<file path="src/cmad_defs.svh">
// Address map and field constants for the operand address decoder
`ifndef CMAD_DEFS_SVH
`define CMAD_DEFS_SVH

// Internal RAM split: below this direct and indirect share locations
`define CMAD_UPPER_BASE 8'h80
// First byte of the bit-addressable internal RAM area
`define CMAD_BIT_RAM_BASE 8'h20
// Extended RAM: 2 kB, 11 address bits
`define CMAD_EXT_AW 11
`define CMAD_EXT_TOP 16'h0800
// On-chip flash: 62 kB, first address past the end
`define CMAD_FLASH_TOP 17'h0f800

`endif

</file>
<file path="src/cmad_pkg.sv">
// Types shared by the operand address decoder and its users
package cmad_pkg;

    // Operand addressing modes, binary codes written out
    typedef enum logic [2:0] {
        MD_IMMEDIATE = 3'b000,
        MD_DIRECT = 3'b001,
        MD_INDIRECT = 3'b010,
        MD_EXT_DIRECT = 3'b011,
        MD_EXT_INDIRECT = 3'b100,
        MD_CODE_INDIRECT = 3'b101
    } cmad_mode_t;

    // Instruction class that issues the operand request
    typedef enum logic [1:0] {
        IC_GENERAL = 2'b00,
        IC_BOOLEAN = 2'b01,
        IC_EXT_MOVE = 2'b10,
        IC_CODE_MOVE = 2'b11
    } cmad_iclass_t;

    // Memory space chosen for the access
    typedef enum logic [2:0] {
        SP_NONE = 3'b000,
        SP_LOW_RAM = 3'b001,
        SP_UPPER_RAM = 3'b010,
        SP_SPECIAL = 3'b011,
        SP_EXT_RAM = 3'b100,
        SP_FLASH = 3'b101
    } cmad_space_t;

    // Operand request from the execution logic
    typedef struct packed {
        cmad_mode_t mode;
        cmad_iclass_t iclass;
        logic [7:0] addr;
        logic [7:0] pointer_register_zero;
        logic [15:0] data_pointer_reg;
        logic [7:0] acc;
        logic [15:0] pc;
        logic base_pc;
        logic write;
        logic [7:0] wdata;
    } cmad_req_t;

    // Decoded access toward the memories and register space
    typedef struct packed {
        cmad_space_t space;
        logic [15:0] addr;
        logic bit_en;
        logic [2:0] bit_sel;
        logic write;
        logic [7:0] wdata;
        logic err;
    } cmad_resp_t;

endpackage

</file>
<file path="src/cmad_decode.sv">
// Operand address decoder: picks the memory space for each operand
`timescale 1ns/1ps
`include "cmad_defs.svh"

module cmad_decode
    import cmad_pkg::*;
(
    input wire logic clk,
    input wire logic reset_n,
    input wire logic req_valid,
    input cmad_req_t req,
    output cmad_resp_t resp_q,
    output logic resp_valid_q
);

    cmad_resp_t resp_d;
    logic resp_valid_d;
    logic is_ext_mode;
    logic is_ext_class;
    logic is_code_mode;
    logic is_code_class;
    logic bad;
    logic [15:0] code_base;
    logic [15:0] code_sum;
    logic [15:0] flash_addr;

    // Flash address for code reads: table base plus accumulator index
    always_comb begin
        code_base = req.base_pc ? req.pc : req.data_pointer_reg;
        code_sum = code_base + {8'h00, req.acc};
        if (req.mode == MD_IMMEDIATE) begin
            flash_addr = req.pc;
        end else begin
            flash_addr = code_sum;
        end
    end

    // Mode and class pairing checks
    always_comb begin
        is_ext_mode = (req.mode == MD_EXT_DIRECT)
            || (req.mode == MD_EXT_INDIRECT);
        is_ext_class = (req.iclass == IC_EXT_MOVE);
        is_code_mode = (req.mode == MD_CODE_INDIRECT);
        is_code_class = (req.iclass == IC_CODE_MOVE);
        bad = 1'b0;
        // Extended RAM only with the extended move class
        if (is_ext_mode != is_ext_class) begin
            bad = 1'b1;
        end
        // Constant reads only by the code move class
        if (is_code_mode != is_code_class) begin
            bad = 1'b1;
        end
        // Bit operands are always given as a direct bit address
        if (req.iclass == IC_BOOLEAN && req.mode != MD_DIRECT) begin
            bad = 1'b1;
        end
        // Flash is never written through an operand
        if (req.write && (req.mode == MD_IMMEDIATE || is_code_mode)) begin
            bad = 1'b1;
        end
        // Nothing past the end of on-chip flash is fetched
        if ((req.mode == MD_IMMEDIATE || is_code_mode)
                && {1'b0, flash_addr} >= `CMAD_FLASH_TOP) begin
            bad = 1'b1;
        end
    end

    // Space and address selection for each addressing mode
    always_comb begin
        resp_d = '0;
        resp_valid_d = req_valid;
        resp_d.write = req.write;
        resp_d.wdata = req.wdata;
        if (req_valid) begin
            case (req.mode)
                MD_IMMEDIATE: begin
                    // Literal follows the opcode in program memory
                    resp_d.space = SP_FLASH;
                    resp_d.addr = flash_addr;
                end
                MD_DIRECT: begin
                    if (req.iclass == IC_BOOLEAN) begin
                        resp_d.bit_en = 1'b1;
                        resp_d.bit_sel = req.addr[2:0];
                        if (req.addr[7]) begin
                            // Upper bit addresses hit registers at x0/x8
                            resp_d.space = SP_SPECIAL;
                            resp_d.addr = {8'h00, req.addr[7:3], 3'b000};
                        end else begin
                            // Lower bit addresses hit RAM 0x20-0x2F
                            resp_d.space = SP_LOW_RAM;
                            resp_d.addr = {8'h00, `CMAD_BIT_RAM_BASE
                                | {4'h0, req.addr[6:3]}};
                        end
                    end else if (req.addr >= `CMAD_UPPER_BASE) begin
                        resp_d.space = SP_SPECIAL;
                        resp_d.addr = {8'h00, req.addr};
                    end else begin
                        resp_d.space = SP_LOW_RAM;
                        resp_d.addr = {8'h00, req.addr};
                    end
                end
                MD_INDIRECT: begin
                    // Pointer contents name the RAM byte, never a register
                    resp_d.addr = {8'h00, req.pointer_register_zero};
                    if (req.pointer_register_zero >= `CMAD_UPPER_BASE) begin
                        resp_d.space = SP_UPPER_RAM;
                    end else begin
                        resp_d.space = SP_LOW_RAM;
                    end
                end
                MD_EXT_DIRECT: begin
                    // Upper pointer bits dropped, always on-chip
                    resp_d.space = SP_EXT_RAM;
                    resp_d.addr = {5'h00,
                        req.data_pointer_reg[`CMAD_EXT_AW-1:0]};
                end
                MD_EXT_INDIRECT: begin
                    resp_d.space = SP_EXT_RAM;
                    resp_d.addr = {8'h00, req.pointer_register_zero};
                end
                MD_CODE_INDIRECT: begin
                    resp_d.space = SP_FLASH;
                    resp_d.addr = flash_addr;
                end
                default: begin
                    // Codes beyond the six modes are refused
                    resp_d.err = 1'b1;
                end
            endcase
            // Refused requests leave every memory untouched
            if (bad || resp_d.err) begin
                resp_d.space = SP_NONE;
                resp_d.addr = 16'h0000;
                resp_d.bit_en = 1'b0;
                resp_d.bit_sel = 3'h0;
                resp_d.write = 1'b0;
                resp_d.err = 1'b1;
            end
        end else begin
            resp_d.write = 1'b0;
            resp_d.wdata = 8'h00;
        end
    end

    // Decoded access registered toward the memories
    always_ff @(posedge clk or negedge reset_n) begin
        if (!reset_n) begin
            resp_q <= '0;
            resp_valid_q <= 1'b0;
        end else begin
            resp_q <= resp_d;
            resp_valid_q <= resp_valid_d;
        end
    end
endmodule // cmad_decode

</file>
<file path="config.mk">
export PLATFORM = sky130hd
export DESIGN_NAME = cmad_decode
export DESIGN_NICKNAME = d
export VERILOG_FILES = /design/src/cmad_pkg.sv /design/src/cmad_decode.sv
export VERILOG_INCLUDE_DIRS = /design/src
export SDC_FILE = /design/constraint.sdc
export NUM_CORES = 1
export LEC_CHECK = 0
export BUFFER_PORTS_ARGS = -buffer_cell sky130_fd_sc_hd__buf_2
export CORE_AREA = 2 2 73 75
export CTS_BUF_LIST = sky130_fd_sc_hd__clkbuf_8
export DETAILED_ROUTE_END_ITERATION = 7
export DIE_AREA = 0 0 75 77
export PLACE_DENSITY_LB_ADDON = 0.08
export SKIP_LAST_GASP = 1
export SYNTH_ARGS = -nofsm -noshare
export SYNTH_HDL_FRONTEND = slang
export SYNTH_SLANG_ARGS = --single-unit
</file>
<file path="constraint.sdc">
create_clock -name clk -period 0.8 [get_ports clk]
set_input_delay 0.04 -clock clk [delete_from_list [all_inputs] [get_ports clk]]
set_output_delay 0.04 -clock clk [all_outputs]
set_load 0.03 [all_outputs]
</file>
### Word level (Yosys, flattened, before mapping)

Index checks and enable logic that the tools add are counted.

* flip-flop bits (word level): 34
* input port bits: 74
* output and inout bits: 34
* word-level logic and storage cells: 54

* add/subtract/negate cells: 1
* magnitude comparators: 3
* eq/ne operators: 11
* multiplexer cells: 22
* reductions and logical operators: 9

Operators by type and width (number)
* case mux 19 bit (5 select lines): 1
* two-way mux 18 bit: 2
* two-way mux 16 bit: 2
* two-way mux 24 bit: 1
* two-way mux 23 bit: 1
* two-way mux 19 bit: 1
* adder 16 x 8 -> 16 bit: 1
* >= comparator 16 bit (second input constant): 1
* >= comparator 8 bit (second input constant): 2
* two-way mux 1 bit: 10
* two-way mux 4 bit: 2
* two-way mux 8 bit: 1
* == test 3 x 2 -> 1 bit (second input constant): 2
* == test 3 bit (second input constant): 2
* OR reduction 6 bit: 1
* == test 2 bit (second input constant): 2
* == test 3 x 1 -> 1 bit (second input constant): 1
* logical AND 1 bit: 3
* zero test 3 bit: 1
* logical OR 1 bit: 3
* inequality test 3 x 1 -> 1 bit (second input constant): 1
* == test 2 x 1 -> 1 bit (second input constant): 1
* two-way mux 2 bit: 1
* inequality test 1 bit: 2
* OR reduction 2 bit: 1

### Logic depth before layout (Yosys ltp)

Gate-level depths: netlist of the first run.

* depth in word-level cells: 11
* gate-level depth with buffers: 15

### Worst setup path before layout of the first run

Ideal clock, no wire load.

* kind: input port to flip-flop
* from: input req[9] (netlist name)
* to: register resp_q[24] (netlist name)
* data arrival time: 3053 ps
* required time: 664 ps
* setup slack: -2389 ps
* stages on the path: 15
* buffers on the path: 4
* cell sequence: buf_6 buf_2 buf_1 mux2_2 ha_1 inv_1 fa_1 nand2b_1 a211oi_2 o211ai_2 mux2i_1 a221oi_1 a41o_1 buf_2 nor3_1

RTL lines
* start: declaration: RTL line cmad_decode.sv:11 `input cmad_req_t req,`
* end signal: assignment: RTL line cmad_decode.sv:153 `resp_q <= resp_d;`
* end: declaration: RTL line cmad_decode.sv:12 `output cmad_resp_t resp_q,`

==> results of run 1 <==
-- synth_stat cells, types with 7 or more instances --
cell type  number
mux2_2          8
ha_1            8
a21oi_1        21
dfrtp_1        34
a22oi_1         8
nor3_1         15
mux2i_1        10
xor2_1          7
nand2_1        21
and2_1         14
o21ai_0         9
clkbuf_1       10
nor2_1         27
inv_1           8
-- layer usage --
| metal | GRT usage [%] | up-vias |
|---|---|---|
| met2 | 69.9 | 555 |
| met3 | 10.4 | 265 |
| met5 | 0 | - |
| met4 | 26.6 | 0 |
| li1 | - | 1475 |
| met1 | 49.2 | 1815 |
-- power breakdown --
part	switching, uW	total (uW)	internal (uW)
registers	29.3	1790	1760
clock network	680	1360	683
logic	1530	2790	1250
total	2240	5950	3700
-- worst max path at each step --
stage	start	endpoint	slack, ns	cells past startpoint
after global routing	req[9]	resp_q[15]	-2.05	13
after global placement	req[9]	resp_q[14]	-1.96	13
after CTS	req[9]	resp_q[22]	-1.59	14
after floorplan	req[9]	resp_q[17]	-1.94	15
final	req[9]	resp_q[15]	-2.00	12
after detailed placement	req[9]	resp_q[27]	-2.04	14
-- sequential cells by signal, indices dropped and copies added (netlist names) --
| register | flops |
|---|---|
| resp_valid_q | 1 |
| resp_q | 33 |
-- per-stage QoR --
step,total power (uW),TNS (ns)
global placement,3620,-41.59
floorplan,2840,-40.60
global route,6080,-44.36
detailed placement,3670,-43.57
CTS,5250,-34.67
finish,5950,-42.31
-- cell type report --
cell class / instances / area (um2)
multi-input combinational: 228 / 1900
timing repair buffer: 216 / 1770
sequential: 34 / 851
fill: 127 / 250
tap: 70 / 87.6
clock buffer: 6 / 82.6
inverter: 8 / 30.0
clock inverter: 2 / 8.76
-- logic make-up (layout without fill, tap and decap cells) --
| group | count (synthesis) | in the layout | share of synthesized area (%) |
|---|---|---|---|
| AO/OA/AOI/OAI | 80 | 80 | 23.3 |
| XOR/XNOR | 12 | 12 | 4.08 |
| AND/OR/NAND/NOR | 109 | 109 | 22.5 |
| adder cells (fa/ha/maj) | 9 | 9 | 4.66 |
| multiplexers | 18 | 18 | 7.38 |
| flip-flops | 34 | 34 | 33.0 |
| buffers and inverters | 27 | 232 | 5.05 |
-- what timing repair did --
item / CTS / global route
pin swaps: 14 / 13
setup endpoints to repair: 59 / 59
hold buffers: 10 / 0
setup buffers: 11 / 7
gates resized for setup: 104 / 27
hold endpoints to repair: 43 / 0
gates cloned: 3 / 1
==> results.md, run 1 <==
- Worst stage delay on the critical path: ~0.46 ns
- CTS buffer count: 5
- Fmax: roughly 360 MHz
- Routed length on met3: approximately 2600 um
- Top routing layer used: met4
- Worst path cell trace: buf_12 > mux2_2 > ha_4 > a21oi_1 > o211ai_1 > and2_1 > a311oi_2 > a21oi_1 > a41o_2 > buf_12 > buf_4 > a2111oi_4
- CTS sink count: 34
- Final hold viol count: 0
- Number of synthesized flops with an enable pin: 0
- Nets: roughly 580
- CTS clk-pin slew, worst paths: approximately 0.080 ns
- Worst vdd ir: 0.00135 V
- Area growth syn-to-layout: 83.5%
- Max-slew headroom: between 50 and 60%
- Diode count: 0
- Final Setup Violations: a little under 60
- GRT Util Overall: approximately 43%
- Core Util, Final: about 95%
- Predominant post-synthesis flop cell: dfrtp_1
- Leak pwr: roughly 0.0023 uW
- Initial antenna violation count: 0
- Mapped Cells: around 290
- CP bufs+invs: 3
- Vias in the first global route: about 3600
- Share of cells above drive strength 1: 55.7%
- Synth Net Count: between 300 and 400
- Final Cell Area: between 4000 and 5000 um2
- Initial Util: between 50% and 60%
- Post-synth ARST share: 100%
- Dpl hpwl: 6600 um
- Tcrit/Tclk final: 350%
- Final Max Tran Viols: 0
- WL met2: between 6000 and 7000 um
- Die area: between 5000 and 6000 um2
- Least-Margin Pin Slew: roughly 0.72 ns
- Required time of the critical path: 0.97 ns
- Die H: 77 um
- YS warnings: 0
- Final worst setup slack: -2.00 ns
- Gr ovfl total: 0
- Min-delay worst type: input port to register
- Most common cell after layout, fill and taps aside: buf_4
- Mapped Area: ~2600 um2
- Hold path endpoint: resp_q[10]
- CTS root buf: clkbuf_8
- Largest delay share family, worst path: compound AO/OA/AOI/OAI gates
- Final min period: 2.80 ns
- Synthesized area per cell: 8.91 um2
- Unrepaired setup endpoints after global routing: true
- Slowest cell on crit path: a21oi_1
- Pwr Density: between 1000 and 1500 nW/um2
- Input/output buffers: between 100 and 150
- Area after DPL: roughly 3800 um2
- Setup crit end kind: register
- Total Wirelength: approximately 17000 um
- Hold slack: ~0.016 ns
- Placed Instances: between 500 and 600
- Area share of the largest cell type after synthesis: 33.0%
- Drt wl/cell: between 20 and 30 um
- Commonest cells after routing, fill and taps aside: buf_4, buf_2, buf_6
- Pre-antenna DRT Iters: 8
- DRC viols: between 150 and 200
- CTS tree: built
- Synth area leaders: dfrtp_1, a21oi_1, nor2_1, ha_1, mux2i_1
- Sequential area share after synthesis: 33.0%
- Crit path DAT: slightly below 3 ns
- Die span in x: 75 um
- Max-cap violations: 0
- Setup CP Type: input port to register
- Fin cells: 564
- Failing checks: DRC, setup timing
- Vias: 4110
- Hold Path Stages: 2
- Clk buf depth: 2
- Io pins: 108
- Max H-tree Level: 2
- First-pass GRT wire length: roughly 19000 um
- DP Worst Slack: -2.04 ns
- Crit-path max FO: 5
- Iter 0 DRT Violations: 729
- Register bit total from synthesis: 34
- Synth unique cells: between 50 and 60
- Yosys top cell by area: dfrtp_1
- Row count: 26
- Pin count of the biggest net entering global routing: 35
- Core area: between 4000 and 5000 um2
- ANT nets after route: 0
- Drt via density: 7.29
- Status: finished with violations
- M1 WL: between 4000 and 5000 um
- Nature of the critical path startpoint: input port
- Hold Crit Start: req[58]
- Global placement routability congestion: approximately 1
Power figures use the tool's default switching activity.
==> run 2, diff against run 1 <==
- CORE_AREA: 2 2 73 75 -> 2 2 75 77
- DIE_AREA: 0 0 75 77 -> 0 0 77 79
==> run 2 against run 1 <==
The run ends with setup timing left. Clock power is 13% lower. Critical path depth increased by 2. Sequential share of layout area grew 0.91 points. Flip-flop and latch count unchanged. Combinational power shrank 20%. Setup slack improved by 0.29 ns. Critical path type unchanged.
==> results.md, run 2 (synthesis results as in run 1) <==
- Status: finished with violations
- Failing checks: setup timing
- Initial Util: between 40% and 50%
- Required time of the critical path: between 0.9 and 1 ns
- Largest delay share family, worst path: compound AO/OA/AOI/OAI gates
- Tcrit/Tclk final: 314%
- Vias in the first global route: roughly 3100
- Area growth syn-to-layout: 74.7%
- Internal power: 3460 uW
- Max H-tree Level: 2
- Most common cell after layout, fill and taps aside: buf_4
- CTS sink count: 34
- Sw frac: between 30% and 40%
- Pwr Total: between 5000 and 6000 uW
- Drt via density: between 5 and 6
- Met1 usage: between 30% and 40%
- Register share of total power: between 30% and 40%
- Fmax: roughly 400 MHz
- Setup CP Type: input port to register
- Commonest cells after routing, fill and taps aside: buf_4, buf_2, buf_6
- Pre-antenna DRT Iters: 5
- Initial antenna violation count: 0
- DRC viols: 0
- Final worst setup slack: -1.71 ns
- Pwr Density: about 1200 nW/um2
- Global placement routability congestion: 0.925
- Io pins: about 110
- Crit-path max FO: 21
- CTS buffer count: 5
- P_sw: ~1700 uW
- Slowest cell on crit path: fa_2
- GR peak layer: met2
- Final min period: around 2.5 ns
- Share of cells above drive strength 1: 52.1%
- Final Max Tran Viols: 0
- Max-cap violations: 0
- Die H: between 70 and 80 um
- Vias: about 3200
- Worst stage delay on the critical path: between 0.3 and 0.4 ns
- Core area: about 5300 um2
- Final Setup Violations: slightly below 60
- Max-slew headroom: between 70% and 80%
- Total Wirelength: 9810 um
- Iter 0 DRT Violations: 264
- Met2 GRT Util: between 50% and 60%
- Clk pwr share: 22.9%
- Pin count of the biggest net entering global routing: 35
- Unrepaired setup endpoints after global routing: true
- GRT met3 Usage: 3.75%
- CTS root buf: clkbuf_8
- Final hold viol count: 0
- Nature of the critical path startpoint: input port
- Diode count: 0
- CTS tree: built
- First-pass GRT wire length: between 10000 and 15000 um
- Drt wl/cell: ~17 um
- GRT Util Overall: just over 30%
- Worst vdd ir: approximately 0.00090 V
- CTS clk-pin slew, worst paths: about 0.070 ns
- Gr ovfl total: 0
- Leak pwr: roughly 0.0022 uW
- Least-Margin Pin Slew: roughly 0.41 ns
- Clk buf depth: 2
- DP Worst Slack: -2.09 ns
- Worst path cell trace: buf_6 > mux2_4 > ha_4 > inv_2 > fa_2 > nand2b_4 > a211oi_4 > buf_4 > o21ai_2 > mux2i_2 > a221oi_2 > a41o_1 > buf_12 > a2111oi_2
- Die area: slightly above 6000 um2
- Setup crit end kind: register
- Largest register FFs: 33
- ANT nets after route: 0
- Dpl hpwl: 6700 um
- Crit path DAT: around 2.7 ns
- Die span in x: a little under 80 um
- Row count: 27
- CP bufs+invs: 4
- Input/output buffers: roughly 110
- Largest registers: resp_q: 33 flops, resp_valid_q: 1 flops
- Nets: a little under 600
- Reg with most FFs: resp_q
- Min-delay worst type: input port to register
- Gate power share: roughly 43%
[run 2: layer usage]
| layer | routed length [um] | share of wire (%) | up-vias |
|---|---|---|---|
| li1 | - | - | 1482 |
| met1 | 3860 | 39 | 1508 |
| met2 | 4990 | 51 | 172 |
| met3 | 680 | 6.9 | 33 |
| met4 | 277 | 2.8 | 0 |
| met5 | 0 | 0 | - |
[run 2: area by class of cell]
class | count | area [um2]
multi-input combinational | 228 | 1720
clock buffer | 5 | 68.8
sequential | 34 | 851
fill | 323 | 837
tap | 72 | 90.1
inverter | 8 | 30.0
timing repair buffer | 220 | 1730
clock inverter | 2 | 10.0
[run 2: power by group through the flow]
stage                     sequential [uW]  clock, uW  combinational, uW
after CTS                            1790       1160               2040
after detailed placement             1810          0               1910
after global routing                 1790       1260               2380
after floorplan                      1910          0                933
after global placement               1810          0               1870
final                                1790       1190               2220
[run 2: path summary, 6_finish.rpt]
check | from | to | slack, ns | depth (start not counted)
hold / removal | req[60] | resp_q[12] | 0.001 | 2
max in group asynchronous | reset_n | resp_q[26] | 0.39 | 3
min in group asynchronous | reset_n | resp_q[12] | 0.24 | 3
setup / recovery | req[9] | resp_q[14] | -1.71 | 14
[run 2: repair_timing]
action,in CTS,in global routing
resized for setup,74,28
hold endpoints to repair,44,0
buffers inserted,1,12
hold buffers,11,0
pin swaps,5,6
setup endpoints to repair,59,59
[run 2: through the flow]
step / area, um2 / setup TNS, ns / utilization (%) / instances / hold slack, ns
after CTS: 4320 / -35.80 / 80.9 / 557 / 0.00178
after global routing: 4500 / -40.13 / 84.3 / 569 / 0.0299
after detailed placement: 3880 / -44.32 / 72.8 / 538 / 0.00623
after floorplan: 2700 / -40.60 / - / 289 / -0.256
after global placement: 3880 / -42.03 / 72.8 / 538 / 0.00500
final: 4500 / -36.94 / 84.3 / 569 / 0.00146
